File: src/core/dcts_pkg.sv
// Constants for the delayed control transfer sequencer.
// Assumes a 32-bit instruction word and eight register windows.
package dcts_pkg;
  // Register map, byte addresses on the AXI4-Lite slave
  localparam logic [7:0] ADDR_CTRL   = 8'h00;
  localparam logic [7:0] ADDR_START  = 8'h04;
  localparam logic [7:0] ADDR_WIM    = 8'h08;
  localparam logic [7:0] ADDR_STATUS = 8'h0C;
  localparam logic [7:0] ADDR_PC     = 8'h10;
  localparam logic [7:0] ADDR_NPC    = 8'h14;
  localparam logic [7:0] ADDR_CWP    = 8'h18;

  // Control fields
  localparam int CTRL_RUN_BIT  = 0;
  localparam int CTRL_LOAD_BIT = 1;
  // Status fields
  localparam int ST_CWP_LSB    = 0;
  localparam int ST_ANNUL_BIT  = 4;
  localparam int ST_RUN_BIT    = 5;
  localparam int ST_OVF_BIT    = 8;
  localparam int ST_UNF_BIT    = 9;
  localparam int ST_TRAP_BIT   = 10;

  // Reset values
  localparam logic [31:0] START_RST = 32'h0000_0000;
  localparam logic [7:0]  WIM_RST   = 8'h00;
  localparam logic [2:0]  CWP_RST   = 3'h0;

  // Windowed register file geometry
  localparam int          NWIN      = 8;
  localparam int          CWP_W     = 3;
  localparam int          PHYS_W    = 8;
  localparam logic [4:0]  LINK_REG  = 5'h0F;
  localparam logic [31:0] WORD_STEP = 32'h0000_0004;

  // Instruction field encodings
  localparam logic [1:0] OP_FMT2    = 2'h0;
  localparam logic [1:0] OP_CALL    = 2'h1;
  localparam logic [1:0] OP_FMT3    = 2'h2;
  localparam logic [2:0] OP2_ICC_BR = 3'h2;
  localparam logic [2:0] OP2_FCC_BR = 3'h6;
  localparam logic [2:0] OP2_CCC_BR = 3'h7;
  localparam logic [5:0] OP3_JUMP_AND_LINK_INDIRECT   = 6'h38;
  localparam logic [5:0] OP3_TICC   = 6'h3A;
  localparam logic [5:0] OP3_SAVE   = 6'h3C;
  localparam logic [5:0] OP3_REST   = 6'h3D;
  localparam logic [3:0] COND_NEVER = 4'h0;
  localparam logic [3:0] COND_ALWAYS = 4'h8;

  // AXI responses
  localparam logic [1:0] RESP_OKAY   = 2'h0;
  localparam logic [1:0] RESP_SLVERR = 2'h2;
endpackage

File: src/core/dcts_seq.sv
// Program-counter sequencer: call/link, window save/restore, delayed
// transfers with annul handling, plus an AXI4-Lite control slave.
// Assumes fetch returns the word at fetch_addr, operands come from the
// current window, and condition results are evaluated outside.
//
// Chosen here: the address map and the AXI4-Lite interface to the registers.
`timescale 1ns/1ps
// What this block does
// - Call target reaches any address via 30-bit displacement added to PC.
// - Indirect jump target is rs1 plus rs2 or sign-extended 13-bit immediate.
// - Call writes its own PC into out register 15 of current window.
// - Out register 15 maps onto in register 31 of the next window.
// - Indirect jump writes its own PC into destination register rd.
// - Save decrements current window pointer by one.
// - Save adds caller-window operands, writes sum into new window.
// - Restore increments current window pointer by one.
// - Restore adds called-window operands, writes sum into caller window.
// - Save and restore check new pointer against invalid window mask.
// - Delay instruction executes before the transfer target.
// - Next PC holds PC plus 4 without transfer or trap.
// - Each instruction but a taken trap or a faulting save/restore copies next PC to PC, then steps or loads target.
// - Transfer in a delay slot takes earlier target as its delay instruction.
// - Annul bit honoured only in the three conditional branch kinds.
// - Untaken conditional branch with annul set annuls the delay instruction.
// - Annulled instruction changes no state and never traps.
// - Taken conditional branch ignores annul and executes delay instruction.
// - Branch-always with annul set annuls delay instruction yet branches.
// - Annul clear: every branch executes its delay instruction.
// - Taken branch target is own address plus 4 times displacement.
// - Branch-never never transfers but annuls when annul bit set.
// - Taken trap transfers at once with no delay instruction.
module dcts_seq (
  input  wire logic                       aclk,
  input  wire logic                       aresetn,
  // AXI4-Lite slave
  input  wire logic [7:0]                 s_axi_awaddr,
  input  wire logic                       s_axi_awvalid,
  output logic                            s_axi_awready,
  input  wire logic [31:0]                s_axi_wdata,
  input  wire logic [3:0]                 s_axi_wstrb,
  input  wire logic                       s_axi_wvalid,
  output logic                            s_axi_wready,
  output logic [1:0]                      s_axi_bresp,
  output logic                            s_axi_bvalid,
  input  wire logic                       s_axi_bready,
  input  wire logic [7:0]                 s_axi_araddr,
  input  wire logic                       s_axi_arvalid,
  output logic                            s_axi_arready,
  output logic [31:0]                     s_axi_rdata,
  output logic [1:0]                      s_axi_rresp,
  output logic                            s_axi_rvalid,
  input  wire logic                       s_axi_rready,
  // Instruction fetch
  output logic [31:0]                     fetch_addr,
  input  wire logic [31:0]                instr,
  input  wire logic                       instr_valid,
  output logic                            instr_ready,
  // Condition results for the instruction now presented
  input  wire logic                       icc_true,
  input  wire logic                       fcc_true,
  input  wire logic                       ccc_true,
  input  wire logic [31:0]                trap_target,
  // Register file
  input  wire logic [31:0]                rs1_val,
  input  wire logic [31:0]                rs2_val,
  output logic [dcts_pkg::PHYS_W-1:0]     rs1_phys,
  output logic [dcts_pkg::PHYS_W-1:0]     rs2_phys,
  output logic                            rf_we,
  output logic [dcts_pkg::PHYS_W-1:0]     rf_waddr,
  output logic [31:0]                     rf_wdata,
  // Events
  output logic                            window_overflow,
  output logic                            window_underflow,
  output logic                            trap_taken
);

  // Window-relative register to physical slot; outs alias next window ins
  function automatic logic [dcts_pkg::PHYS_W-1:0] phys_reg(
    input logic [dcts_pkg::CWP_W-1:0] win,
    input logic [4:0]                 r);
    logic [dcts_pkg::CWP_W-1:0] w;
    w = win;
    if (r[4:3] == 2'h0) begin
      phys_reg = {3'h0, r};
    end else begin
      if (r[4:3] == 2'h1) begin
        w = win - 3'h1;
      end
      phys_reg = 8'h08 + {1'b0, w, 4'h0} + {4'h0, r[4] & ~r[3], r[2:0]};
    end
  endfunction

  // Pointer step with wrap over the implemented windows
  function automatic logic [dcts_pkg::CWP_W-1:0] win_step(
    input logic [dcts_pkg::CWP_W-1:0] win,
    input logic                       up);
    logic [3:0] t;
    t = up ? {1'b0, win} + 4'h1 : {1'b0, win} + 4'(dcts_pkg::NWIN - 1);
    win_step = 3'(t % 4'(dcts_pkg::NWIN));
  endfunction

  logic [31:0] pc_r;
  logic [31:0] npc_r;
  logic [2:0]  cwp_r;
  logic        annul_r;
  logic        run_r;
  logic [31:0] start_r;
  logic [7:0]  wim_r;
  logic        ovf_r;
  logic        unf_r;
  logic        trp_r;
  logic        load_pulse;

  // Decode
  logic [1:0]  op;
  logic [2:0]  op2;
  logic [5:0]  op3;
  logic [3:0]  cond;
  logic [4:0]  rd;
  logic        abit;
  logic        is_call;
  logic        is_br;
  logic        is_jump_and_link_indirect;
  logic        is_save;
  logic        is_rest;
  logic        is_ticc;
  logic        ctrue;
  logic        br_taken;
  logic        annul_nxt;
  logic [31:0] opnd_b;
  logic [31:0] sum;
  logic [31:0] target;
  logic [2:0]  cwp_nxt;
  logic        win_fault;
  logic        trap_go;
  logic        fire;
  logic        exec;

  assign op    = instr[31:30];
  assign op2   = instr[24:22];
  assign op3   = instr[24:19];
  assign cond  = instr[28:25];
  assign rd    = instr[29:25];
  assign abit  = instr[29];

  assign is_call = (op == dcts_pkg::OP_CALL);
  assign is_br   = (op == dcts_pkg::OP_FMT2) &&
                   (op2 == dcts_pkg::OP2_ICC_BR || op2 == dcts_pkg::OP2_FCC_BR ||
                    op2 == dcts_pkg::OP2_CCC_BR);
  assign is_jump_and_link_indirect = (op == dcts_pkg::OP_FMT3) && (op3 == dcts_pkg::OP3_JUMP_AND_LINK_INDIRECT);
  assign is_save = (op == dcts_pkg::OP_FMT3) && (op3 == dcts_pkg::OP3_SAVE);
  assign is_rest = (op == dcts_pkg::OP_FMT3) && (op3 == dcts_pkg::OP3_REST);
  assign is_ticc = (op == dcts_pkg::OP_FMT3) && (op3 == dcts_pkg::OP3_TICC);

  always_comb begin
    case (op2)
      dcts_pkg::OP2_FCC_BR: ctrue = fcc_true;
      dcts_pkg::OP2_CCC_BR: ctrue = ccc_true;
      default:              ctrue = icc_true;
    endcase
    if (cond == dcts_pkg::COND_ALWAYS) begin
      ctrue = 1'b1;
    end else if (cond == dcts_pkg::COND_NEVER) begin
      ctrue = 1'b0;
    end
  end

  assign br_taken  = is_br && ctrue;
  // Always-form annuls though taken; others only when untaken
  assign annul_nxt = is_br && abit &&
                     ((cond == dcts_pkg::COND_ALWAYS) || !br_taken);

  assign opnd_b = instr[13] ? {{19{instr[12]}}, instr[12:0]} : rs2_val;
  assign sum    = rs1_val + opnd_b;

  always_comb begin
    if (is_call) begin
      target = pc_r + {instr[29:0], 2'h0};
    end else if (is_jump_and_link_indirect) begin
      target = sum;
    end else begin
      target = pc_r + {{8{instr[21]}}, instr[21:0], 2'h0};
    end
  end

  assign cwp_nxt   = win_step(cwp_r, is_rest);
  assign win_fault = (is_save || is_rest) && wim_r[cwp_nxt];
  assign trap_go   = is_ticc && ((cond == dcts_pkg::COND_ALWAYS) ||
                     ((cond != dcts_pkg::COND_NEVER) && icc_true));

  assign instr_ready = run_r;
  assign fire        = instr_valid && run_r;
  // Annulled slot is consumed with no effect at all
  assign exec        = fire && !annul_r;
  assign fetch_addr  = pc_r;
  assign rs1_phys    = phys_reg(cwp_r, instr[18:14]);
  assign rs2_phys    = phys_reg(cwp_r, instr[4:0]);

  // Program counters
  always_ff @(posedge aclk) begin
    if (!aresetn) begin
      pc_r  <= dcts_pkg::START_RST;
      npc_r <= dcts_pkg::START_RST + dcts_pkg::WORD_STEP;
    end else if (load_pulse) begin
      pc_r  <= start_r;
      npc_r <= start_r + dcts_pkg::WORD_STEP;
    end else if (exec && trap_go) begin
      pc_r  <= trap_target;
      npc_r <= trap_target + dcts_pkg::WORD_STEP;
    end else if (fire && !(exec && win_fault)) begin
      pc_r <= npc_r;
      if (exec && (is_call || is_jump_and_link_indirect || br_taken)) begin
        npc_r <= target;
      end else begin
        npc_r <= npc_r + dcts_pkg::WORD_STEP;
      end
    end
  end

  // Annul flag for the next instruction consumed
  always_ff @(posedge aclk) begin
    if (!aresetn || load_pulse) begin
      annul_r <= 1'b0;
    end else if (fire) begin
      annul_r <= exec && !trap_go && annul_nxt;
    end
  end

  // Window pointer; CURRENT_WINDOW_POINTER register write from the bus has lower priority
  always_ff @(posedge aclk) begin
    if (!aresetn) begin
      cwp_r <= dcts_pkg::CWP_RST;
    end else if (exec && (is_save || is_rest) && !win_fault) begin
      cwp_r <= cwp_nxt;
    end else if (s_axi_awvalid && s_axi_wvalid && !s_axi_bvalid &&
                 s_axi_awaddr == dcts_pkg::ADDR_CWP && s_axi_wstrb[0]) begin
      cwp_r <= s_axi_wdata[2:0];
    end
  end

  // Register file write port
  always_ff @(posedge aclk) begin
    if (!aresetn) begin
      rf_we    <= 1'b0;
      rf_waddr <= '0;
      rf_wdata <= '0;
    end else begin
      rf_we <= 1'b0;
      if (exec && !trap_go && !win_fault) begin
        if (is_call) begin
          rf_we    <= 1'b1;
          rf_waddr <= phys_reg(cwp_r, dcts_pkg::LINK_REG);
          rf_wdata <= pc_r;
        end else if (is_jump_and_link_indirect) begin
          rf_we    <= (rd != 5'h00);
          rf_waddr <= phys_reg(cwp_r, rd);
          rf_wdata <= pc_r;
        end else if (is_save || is_rest) begin
          rf_we    <= (rd != 5'h00);
          rf_waddr <= phys_reg(cwp_nxt, rd);
          rf_wdata <= sum;
        end
      end
    end
  end

  // Event pulses
  always_ff @(posedge aclk) begin
    if (!aresetn) begin
      window_overflow  <= 1'b0;
      window_underflow <= 1'b0;
      trap_taken       <= 1'b0;
    end else begin
      window_overflow  <= exec && is_save && win_fault;
      window_underflow <= exec && is_rest && win_fault;
      trap_taken       <= exec && trap_go;
    end
  end

  // AXI4-Lite write side: address and data taken together
  logic       wr_go;
  logic [1:0] wr_resp;
  assign wr_go         = s_axi_awvalid && s_axi_wvalid && !s_axi_bvalid;
  assign s_axi_awready = wr_go;
  assign s_axi_wready  = wr_go;

  always_comb begin
    case (s_axi_awaddr)
      dcts_pkg::ADDR_CTRL, dcts_pkg::ADDR_START, dcts_pkg::ADDR_WIM,
      dcts_pkg::ADDR_STATUS, dcts_pkg::ADDR_CWP: wr_resp = dcts_pkg::RESP_OKAY;
      dcts_pkg::ADDR_PC, dcts_pkg::ADDR_NPC:     wr_resp = dcts_pkg::RESP_OKAY;
      default:                                   wr_resp = dcts_pkg::RESP_SLVERR;
    endcase
  end

  always_ff @(posedge aclk) begin
    if (!aresetn) begin
      s_axi_bvalid <= 1'b0;
      s_axi_bresp  <= dcts_pkg::RESP_OKAY;
    end else if (wr_go) begin
      s_axi_bvalid <= 1'b1;
      s_axi_bresp  <= wr_resp;
    end else if (s_axi_bready) begin
      s_axi_bvalid <= 1'b0;
    end
  end

  assign load_pulse = wr_go && s_axi_awaddr == dcts_pkg::ADDR_CTRL && s_axi_wstrb[0] &&
                      s_axi_wdata[dcts_pkg::CTRL_LOAD_BIT];

  always_ff @(posedge aclk) begin
    if (!aresetn) begin
      start_r <= dcts_pkg::START_RST;
      wim_r   <= dcts_pkg::WIM_RST;
    end else if (wr_go) begin
      if (s_axi_awaddr == dcts_pkg::ADDR_START) begin
        for (int b = 0; b < 4; b++) begin
          if (s_axi_wstrb[b]) begin
            start_r[b*8 +: 8] <= s_axi_wdata[b*8 +: 8];
          end
        end
      end
      if (s_axi_awaddr == dcts_pkg::ADDR_WIM && s_axi_wstrb[0]) begin
        wim_r <= s_axi_wdata[7:0];
      end
    end
  end

  // Run stops on a window fault so software can spill or fill first
  always_ff @(posedge aclk) begin
    if (!aresetn) begin
      run_r <= 1'b0;
    end else if (exec && win_fault) begin
      run_r <= 1'b0;
    end else if (wr_go && s_axi_awaddr == dcts_pkg::ADDR_CTRL && s_axi_wstrb[0]) begin
      run_r <= s_axi_wdata[dcts_pkg::CTRL_RUN_BIT];
    end
  end

  // Sticky flags, write one to clear; a new event wins over the clear
  logic st_clr;
  assign st_clr = wr_go && s_axi_awaddr == dcts_pkg::ADDR_STATUS && s_axi_wstrb[1];

  always_ff @(posedge aclk) begin
    if (!aresetn) begin
      ovf_r <= 1'b0;
      unf_r <= 1'b0;
      trp_r <= 1'b0;
    end else begin
      ovf_r <= (exec && is_save && win_fault) ||
               (ovf_r && !(st_clr && s_axi_wdata[dcts_pkg::ST_OVF_BIT]));
      unf_r <= (exec && is_rest && win_fault) ||
               (unf_r && !(st_clr && s_axi_wdata[dcts_pkg::ST_UNF_BIT]));
      trp_r <= (exec && trap_go) ||
               (trp_r && !(st_clr && s_axi_wdata[dcts_pkg::ST_TRAP_BIT]));
    end
  end

  // AXI4-Lite read side
  logic [31:0] rd_data;
  logic [1:0]  rd_resp;
  assign s_axi_arready = !s_axi_rvalid;

  always_comb begin
    rd_data = 32'h0000_0000;
    rd_resp = dcts_pkg::RESP_OKAY;
    case (s_axi_araddr)
      dcts_pkg::ADDR_CTRL:   rd_data[dcts_pkg::CTRL_RUN_BIT] = run_r;
      dcts_pkg::ADDR_START:  rd_data = start_r;
      dcts_pkg::ADDR_WIM:    rd_data[7:0] = wim_r;
      dcts_pkg::ADDR_STATUS: begin
        rd_data[dcts_pkg::ST_CWP_LSB +: 3] = cwp_r;
        rd_data[dcts_pkg::ST_ANNUL_BIT]    = annul_r;
        rd_data[dcts_pkg::ST_RUN_BIT]      = run_r;
        rd_data[dcts_pkg::ST_OVF_BIT]      = ovf_r;
        rd_data[dcts_pkg::ST_UNF_BIT]      = unf_r;
        rd_data[dcts_pkg::ST_TRAP_BIT]     = trp_r;
      end
      dcts_pkg::ADDR_PC:     rd_data = pc_r;
      dcts_pkg::ADDR_NPC:    rd_data = npc_r;
      dcts_pkg::ADDR_CWP:    rd_data[2:0] = cwp_r;
      default:               rd_resp = dcts_pkg::RESP_SLVERR;
    endcase
  end

  always_ff @(posedge aclk) begin
    if (!aresetn) begin
      s_axi_rvalid <= 1'b0;
      s_axi_rdata  <= 32'h0000_0000;
      s_axi_rresp  <= dcts_pkg::RESP_OKAY;
    end else if (s_axi_arvalid && !s_axi_rvalid) begin
      s_axi_rvalid <= 1'b1;
      s_axi_rdata  <= rd_data;
      s_axi_rresp  <= rd_resp;
    end else if (s_axi_rready) begin
      s_axi_rvalid <= 1'b0;
    end
  end

  // Checks
  a_npc_step: assert property (@(posedge aclk) disable iff (!aresetn)
    (exec && !load_pulse && !trap_go && !win_fault && !is_call && !is_jump_and_link_indirect && !br_taken)
    |=> npc_r == $past(npc_r) + 32'h0000_0004)
    else $error("next PC did not step by four");

  a_pc_copy: assert property (@(posedge aclk) disable iff (!aresetn)
    (fire && !load_pulse && !(exec && (trap_go || win_fault))) |=> pc_r == $past(npc_r))
    else $error("PC did not take next PC");

  a_call_link: assert property (@(posedge aclk) disable iff (!aresetn)
    (exec && is_call && !load_pulse) |=> rf_we && rf_wdata == $past(pc_r) &&
    rf_waddr == phys_reg($past(cwp_r), 5'h0F))
    else $error("call link not written to out register 15");

  a_annul_set: assert property (@(posedge aclk) disable iff (!aresetn)
    (exec && is_br && abit && !ctrue && !load_pulse) |=> annul_r)
    else $error("untaken annulling branch left delay slot live");

  a_annul_skip: assert property (@(posedge aclk) disable iff (!aresetn)
    (fire && annul_r) |=> !rf_we && !trap_taken && $stable(cwp_r))
    else $error("annulled instruction changed state");

  a_taken_noannul: assert property (@(posedge aclk) disable iff (!aresetn)
    (exec && br_taken && cond != 4'h8 && !load_pulse) |=> !annul_r)
    else $error("taken branch annulled its delay slot");

  a_save_cwp: assert property (@(posedge aclk) disable iff (!aresetn)
    (exec && is_save && !win_fault) |=> cwp_r == 3'($past(cwp_r) - 3'h1))
    else $error("save did not decrement window pointer");

  a_ovf_hold: assert property (@(posedge aclk) disable iff (!aresetn)
    (exec && is_save && win_fault) |=> window_overflow && $stable(cwp_r) && !run_r)
    else $error("overflow not flagged or pointer moved");

  a_trap_now: assert property (@(posedge aclk) disable iff (!aresetn)
    (exec && trap_go && !load_pulse) |=> pc_r == $past(trap_target) && !annul_r)
    else $error("trap did not transfer at once");

endmodule

File: config.mk
export PLATFORM = sky130hd
export DESIGN_NAME = dcts_seq
export DESIGN_NICKNAME = d
export VERILOG_FILES = /design/src/core/dcts_pkg.sv /design/src/core/dcts_seq.sv
export SDC_FILE = /design/constraint.sdc
export NUM_CORES = 1
export LEC_CHECK = 0
export BUFFER_PORTS_ARGS = -buffer_cell sky130_fd_sc_hd__buf_2
export CORE_ASPECT_RATIO = 0.9
export CORE_MARGIN = 3
export CORE_UTILIZATION = 50
export DETAILED_ROUTE_END_ITERATION = 16
export PLACE_DENSITY = 0.74
export SYNTH_ARGS = -nofsm -noshare
export SYNTH_HDL_FRONTEND = slang
export SYNTH_SLANG_ARGS = --single-unit
export TNS_END_PERCENT = 30
File: constraint.sdc
create_clock -name aclk -period 4.3 [get_ports aclk]
set_clock_uncertainty 0.05 [all_clocks]
set_input_delay 0.215 -clock aclk [delete_from_list [all_inputs] [get_ports aclk]]
set_output_delay 0.215 -clock aclk [all_outputs]
set_load 0.02 [all_outputs]
==> reports/qor.csv <==
stage,metric,value,unit
status,status,"finished, final reports clean",
routing,drt total wl,66900,um
placement,Post-DP Area,18210,um2
placement,dpl hpwl,51720,um
cells_and_area,Multi-input gate area,11500,um2
worst_hold_path,Worst Hold Class,in -> reg,
routing,number of vias per cell,6.345,
synthesis,Mean Syn Cell Area,7.230,um2
placement,PortBufs,322,
synthesis,top_reg_cell synth,dfxtp_1,
global_route,initial antenna violation count,1,
setup_path,startpoint types,flip-flop,
timing,count of final hold-check violations,0,
clocking,clk root buf,clkbuf_16,
synthesis,synthesized cell area,16160,um2
global_route,GRT overflow,0,
pwr,peak supply drop,0.3237,mV
synthesis,xor/xnor share of the synthesized area,8.286,%
cells_and_area,final core occ,61.06,%
synthesis,Netlist cell types,84,
synthesis,Post-synth EDFFs,0,
flow_run,Max Cap Viol,0,
cells_and_area,layout cells sized above 1,19.08,%
die,# rows,61,
synthesis,largest family of logic cells by synthesized area,compound AO/OA/AOI/OAI gates,
global_route,GRT Overall Usage,36.97,%
global_route,first-pass GRT wire length,100800,um
die,die area,34510,um2
cells_and_area,Seq. cell area,3844,um2
setup_path,crit-path max FO,66,
die,number of top-level pins,325,
synthesis,post-synthesis mux area share,5.010,%
routing,met3 wire len,6249,um
routing,Iter 0 DRT Violations,2046,
synthesis,Yosys reg bits,192,
pwr,P_leak,8.257,nW
synthesis,"FFs w/ async S/R, synth",0,%
synthesis,Ys Warns,0,
routing,detailed-route DRC error count,0,
setup_path,"Arr. time, crit path",4200,ps
routing,routed length on met1,27950,um
clocking,"Reg clk slew, reported paths",80,ps
routing,highest metal used,met4,
timing,final setup vio count,0,
setup_path,Worst EP required,4610,ps
clocking,Clock Path Buffers,2,
pwr,Power Dens Cells,235.6,nW/um2
timing,fin crit share,90.49,%
cells_and_area,Filler cells,2981,
synthesis,Synth Area in Adders,6.334,%
timing,Setup TNS,0,ps
synthesis,Post-Synth Simple-Gate Area,24.00,%
clocking,worst skew pair latency,450,ps
synthesis,cells after synthesis,2235,
timing,tightest hold margin,10.27,ps
cells_and_area,design area,19150,um2
clocking,CTS buffer count,17,
routing,first-pass iteration count of the detailed router,5,
routing,vias,18660,
timing,unrepaired setup endpoints after global routing,false,
routing,routed wl met2,29260,um
setup_path,critical path type,reg -> reg,
clocking,number of H-tree levels,4,
die,Initial Utilization,51.51,%
timing,Slew @ Worst Pin,900.5,ps
cells_and_area,Area growth syn-to-layout,18.54,%
global_route,pin count of the biggest net entering global routing,85,
timing,crit path time final,3891,ps
timing,Slew headroom,39.70,%
timing,Peak Freq,0.2570,GHz
placement,gpl congestion,0.9943,
setup_path,crit end category,flip-flop,
die,die height,176.5,um
synthesis,Synth Area in Compound Gates,27.26,%
clocking,CTS tree,yes,
die,CORE AREA,31370,um2
die,Chip Width,195.5,um
synthesis,"Seq/Total Area, Yosys",23.79,%
clocking,post-CTS setup buffers,0,
routing,post-route ant nets,0,
cells_and_area,ANT cells,0,
clocking,CTS sink cnt,192,
timing,fin. max-slew vios,0,
pwr,Tot Pwr,4.512,mW
routing,post-DR wirelength/cell,22.75,um
cells_and_area,NumNets Final,2790,
global_route,vias in the first global route,17330,
-- cell usage after synthesis (all sizes together), types with 16 or more instances --
cell type | count | share of area, %
a211oi | 33 | 1.5
a21o | 25 | 1.2
a21oi | 213 | 6.6
a221oi | 38 | 2.1
a31oi | 31 | 1.2
and3 | 31 | 1.2
and4 | 16 | 0.87
buf | 37 | 1.2
clkbuf | 122 | 2.8
dfxtp | 192 | 24
ha | 77 | 6.0
inv | 53 | 1.2
mux2 | 35 | 2.4
mux2i | 37 | 2.3
nand2 | 325 | 7.6
nand2b | 16 | 0.62
nand3 | 100 | 3.1
nand4 | 34 | 1.3
nor2 | 174 | 4.1
nor3 | 62 | 1.9
o211ai | 65 | 3.0
o21a | 16 | 0.74
o21ai | 142 | 4.4
o22ai | 16 | 0.62
xnor2 | 82 | 4.5
xor2 | 70 | 3.8
-- through the flow --
stage / setup WS [ps] / std cells
4_1_cts: 479.1 / 2941
6_report: 409.0 / 2941
3_5_place_dp: 294.2 / 2876
5_1_grt: 168.7 / 2941
2_1_floorplan: 630.1 / 2236
3_3_place_gp: 369.4 / 2876
-- area by class of cell --
class | instances | share of cell area [%]
clock buffers | 17 | 2.221
clock inverters | 15 | 0.9799
inverters | 55 | 1.097
multi-input cells | 1830 | 60.03
flip-flops and latches | 192 | 20.07
well taps | 409 | 2.672
repair buffers | 423 | 12.93
-- cell families after synthesis --
kind of cell / after synthesis
fa+ha+maj: 80
xor+xnor: 152
compound gates: 687
buf+inv: 214
flops: 192
other cells: 1
simple gates: 835
mux: 74
-- where the power goes --
part / internal, mW / switching [mW] / leakage (nW) / total (mW)
Clock: 0.842 / 0.868 / 0.299 / 1.71
Sequential: 1.80 / 0.0106 / 1.55 / 1.81
Combinational: 0.379 / 0.616 / 6.41 / 0.995
Total: 3.02 / 1.50 / 8.26 / 4.51
-- per-layer routing --
| metal | track usage [%] | vias to the layer above |
|---|---|---|
| met5 | 0 | - |
| li1 | - | 8726 |
| met2 | 57.40 | 1006 |
| met1 | 49.84 | 8770 |
| met3 | 6.545 | 160 |
| met4 | 17.73 | 0 |
-- worst paths after layout --
kind	from	slack (ps)	cells after the start	end
setup / recovery	cwp_r[0]$_SDFFE_PN0P_	410	11	rf_wdata[7]$_SDFFE_PN0P_
hold / removal	s_axi_wdata[0]	10	3	start_r[0]$_SDFFE_PN0P_
setup reg to reg	cwp_r[0]$_SDFFE_PN0P_	410	11	rf_wdata[7]$_SDFFE_PN0P_
hold reg to reg	s_axi_bvalid$_SDFFE_PN0P_	430	2	s_axi_bvalid$_SDFFE_PN0P_
-- sequential cells by signal, indices dropped and copies added, names as in the netlist, 3 cells and up --
register and count:
rf_waddr 8, cwp_r 3, fetch_addr 32, start_r 32, s_axi_rdata 32, npc_r 32, rf_wdata 32, wim_r 8
-- placed cells by master, fill, tap and decap left out, drive strengths merged, types with 10 or more instances in the layout --
cell         count
o211ai          65
and4            16
or3             11
ha              77
mux2i           37
dfxtp          192
and2            15
a311oi          12
mux2            35
nand2          325
nor3            62
buf            390
a21oi          213
xor2            70
o211a           13
a21o            25
o21ai          142
clkbuf          17
a221oi          38
nor2b           14
o22ai           16
and3            31
nand2b          16
o221ai          10
nand3          100
nor2           174
nand4           34
a211oi          33
xnor2           82
inv             61
o21a            16
a31oi           31
dlygate4sd3     33
-- critical path: stages (launching register included) --
cell and delay, ps:
dfxtp_1 630, clkinv_1 220, fa_1 460, xnor2_1 170
xnor2_2 320, mux4_2 570, mux2i_1 360, a21oi_1 210
nor2_4 160, buf_12 260, nor2_1 70, a311oi_1 250
-- what timing repair did --
item,4_1_cts,5_1_grt
hold endpoints to repair,36,0
endpoints found under the setup margin,0,0
resized for setup,0,0
hold buffers,33,0
Power figures use the tool's default switching activity.
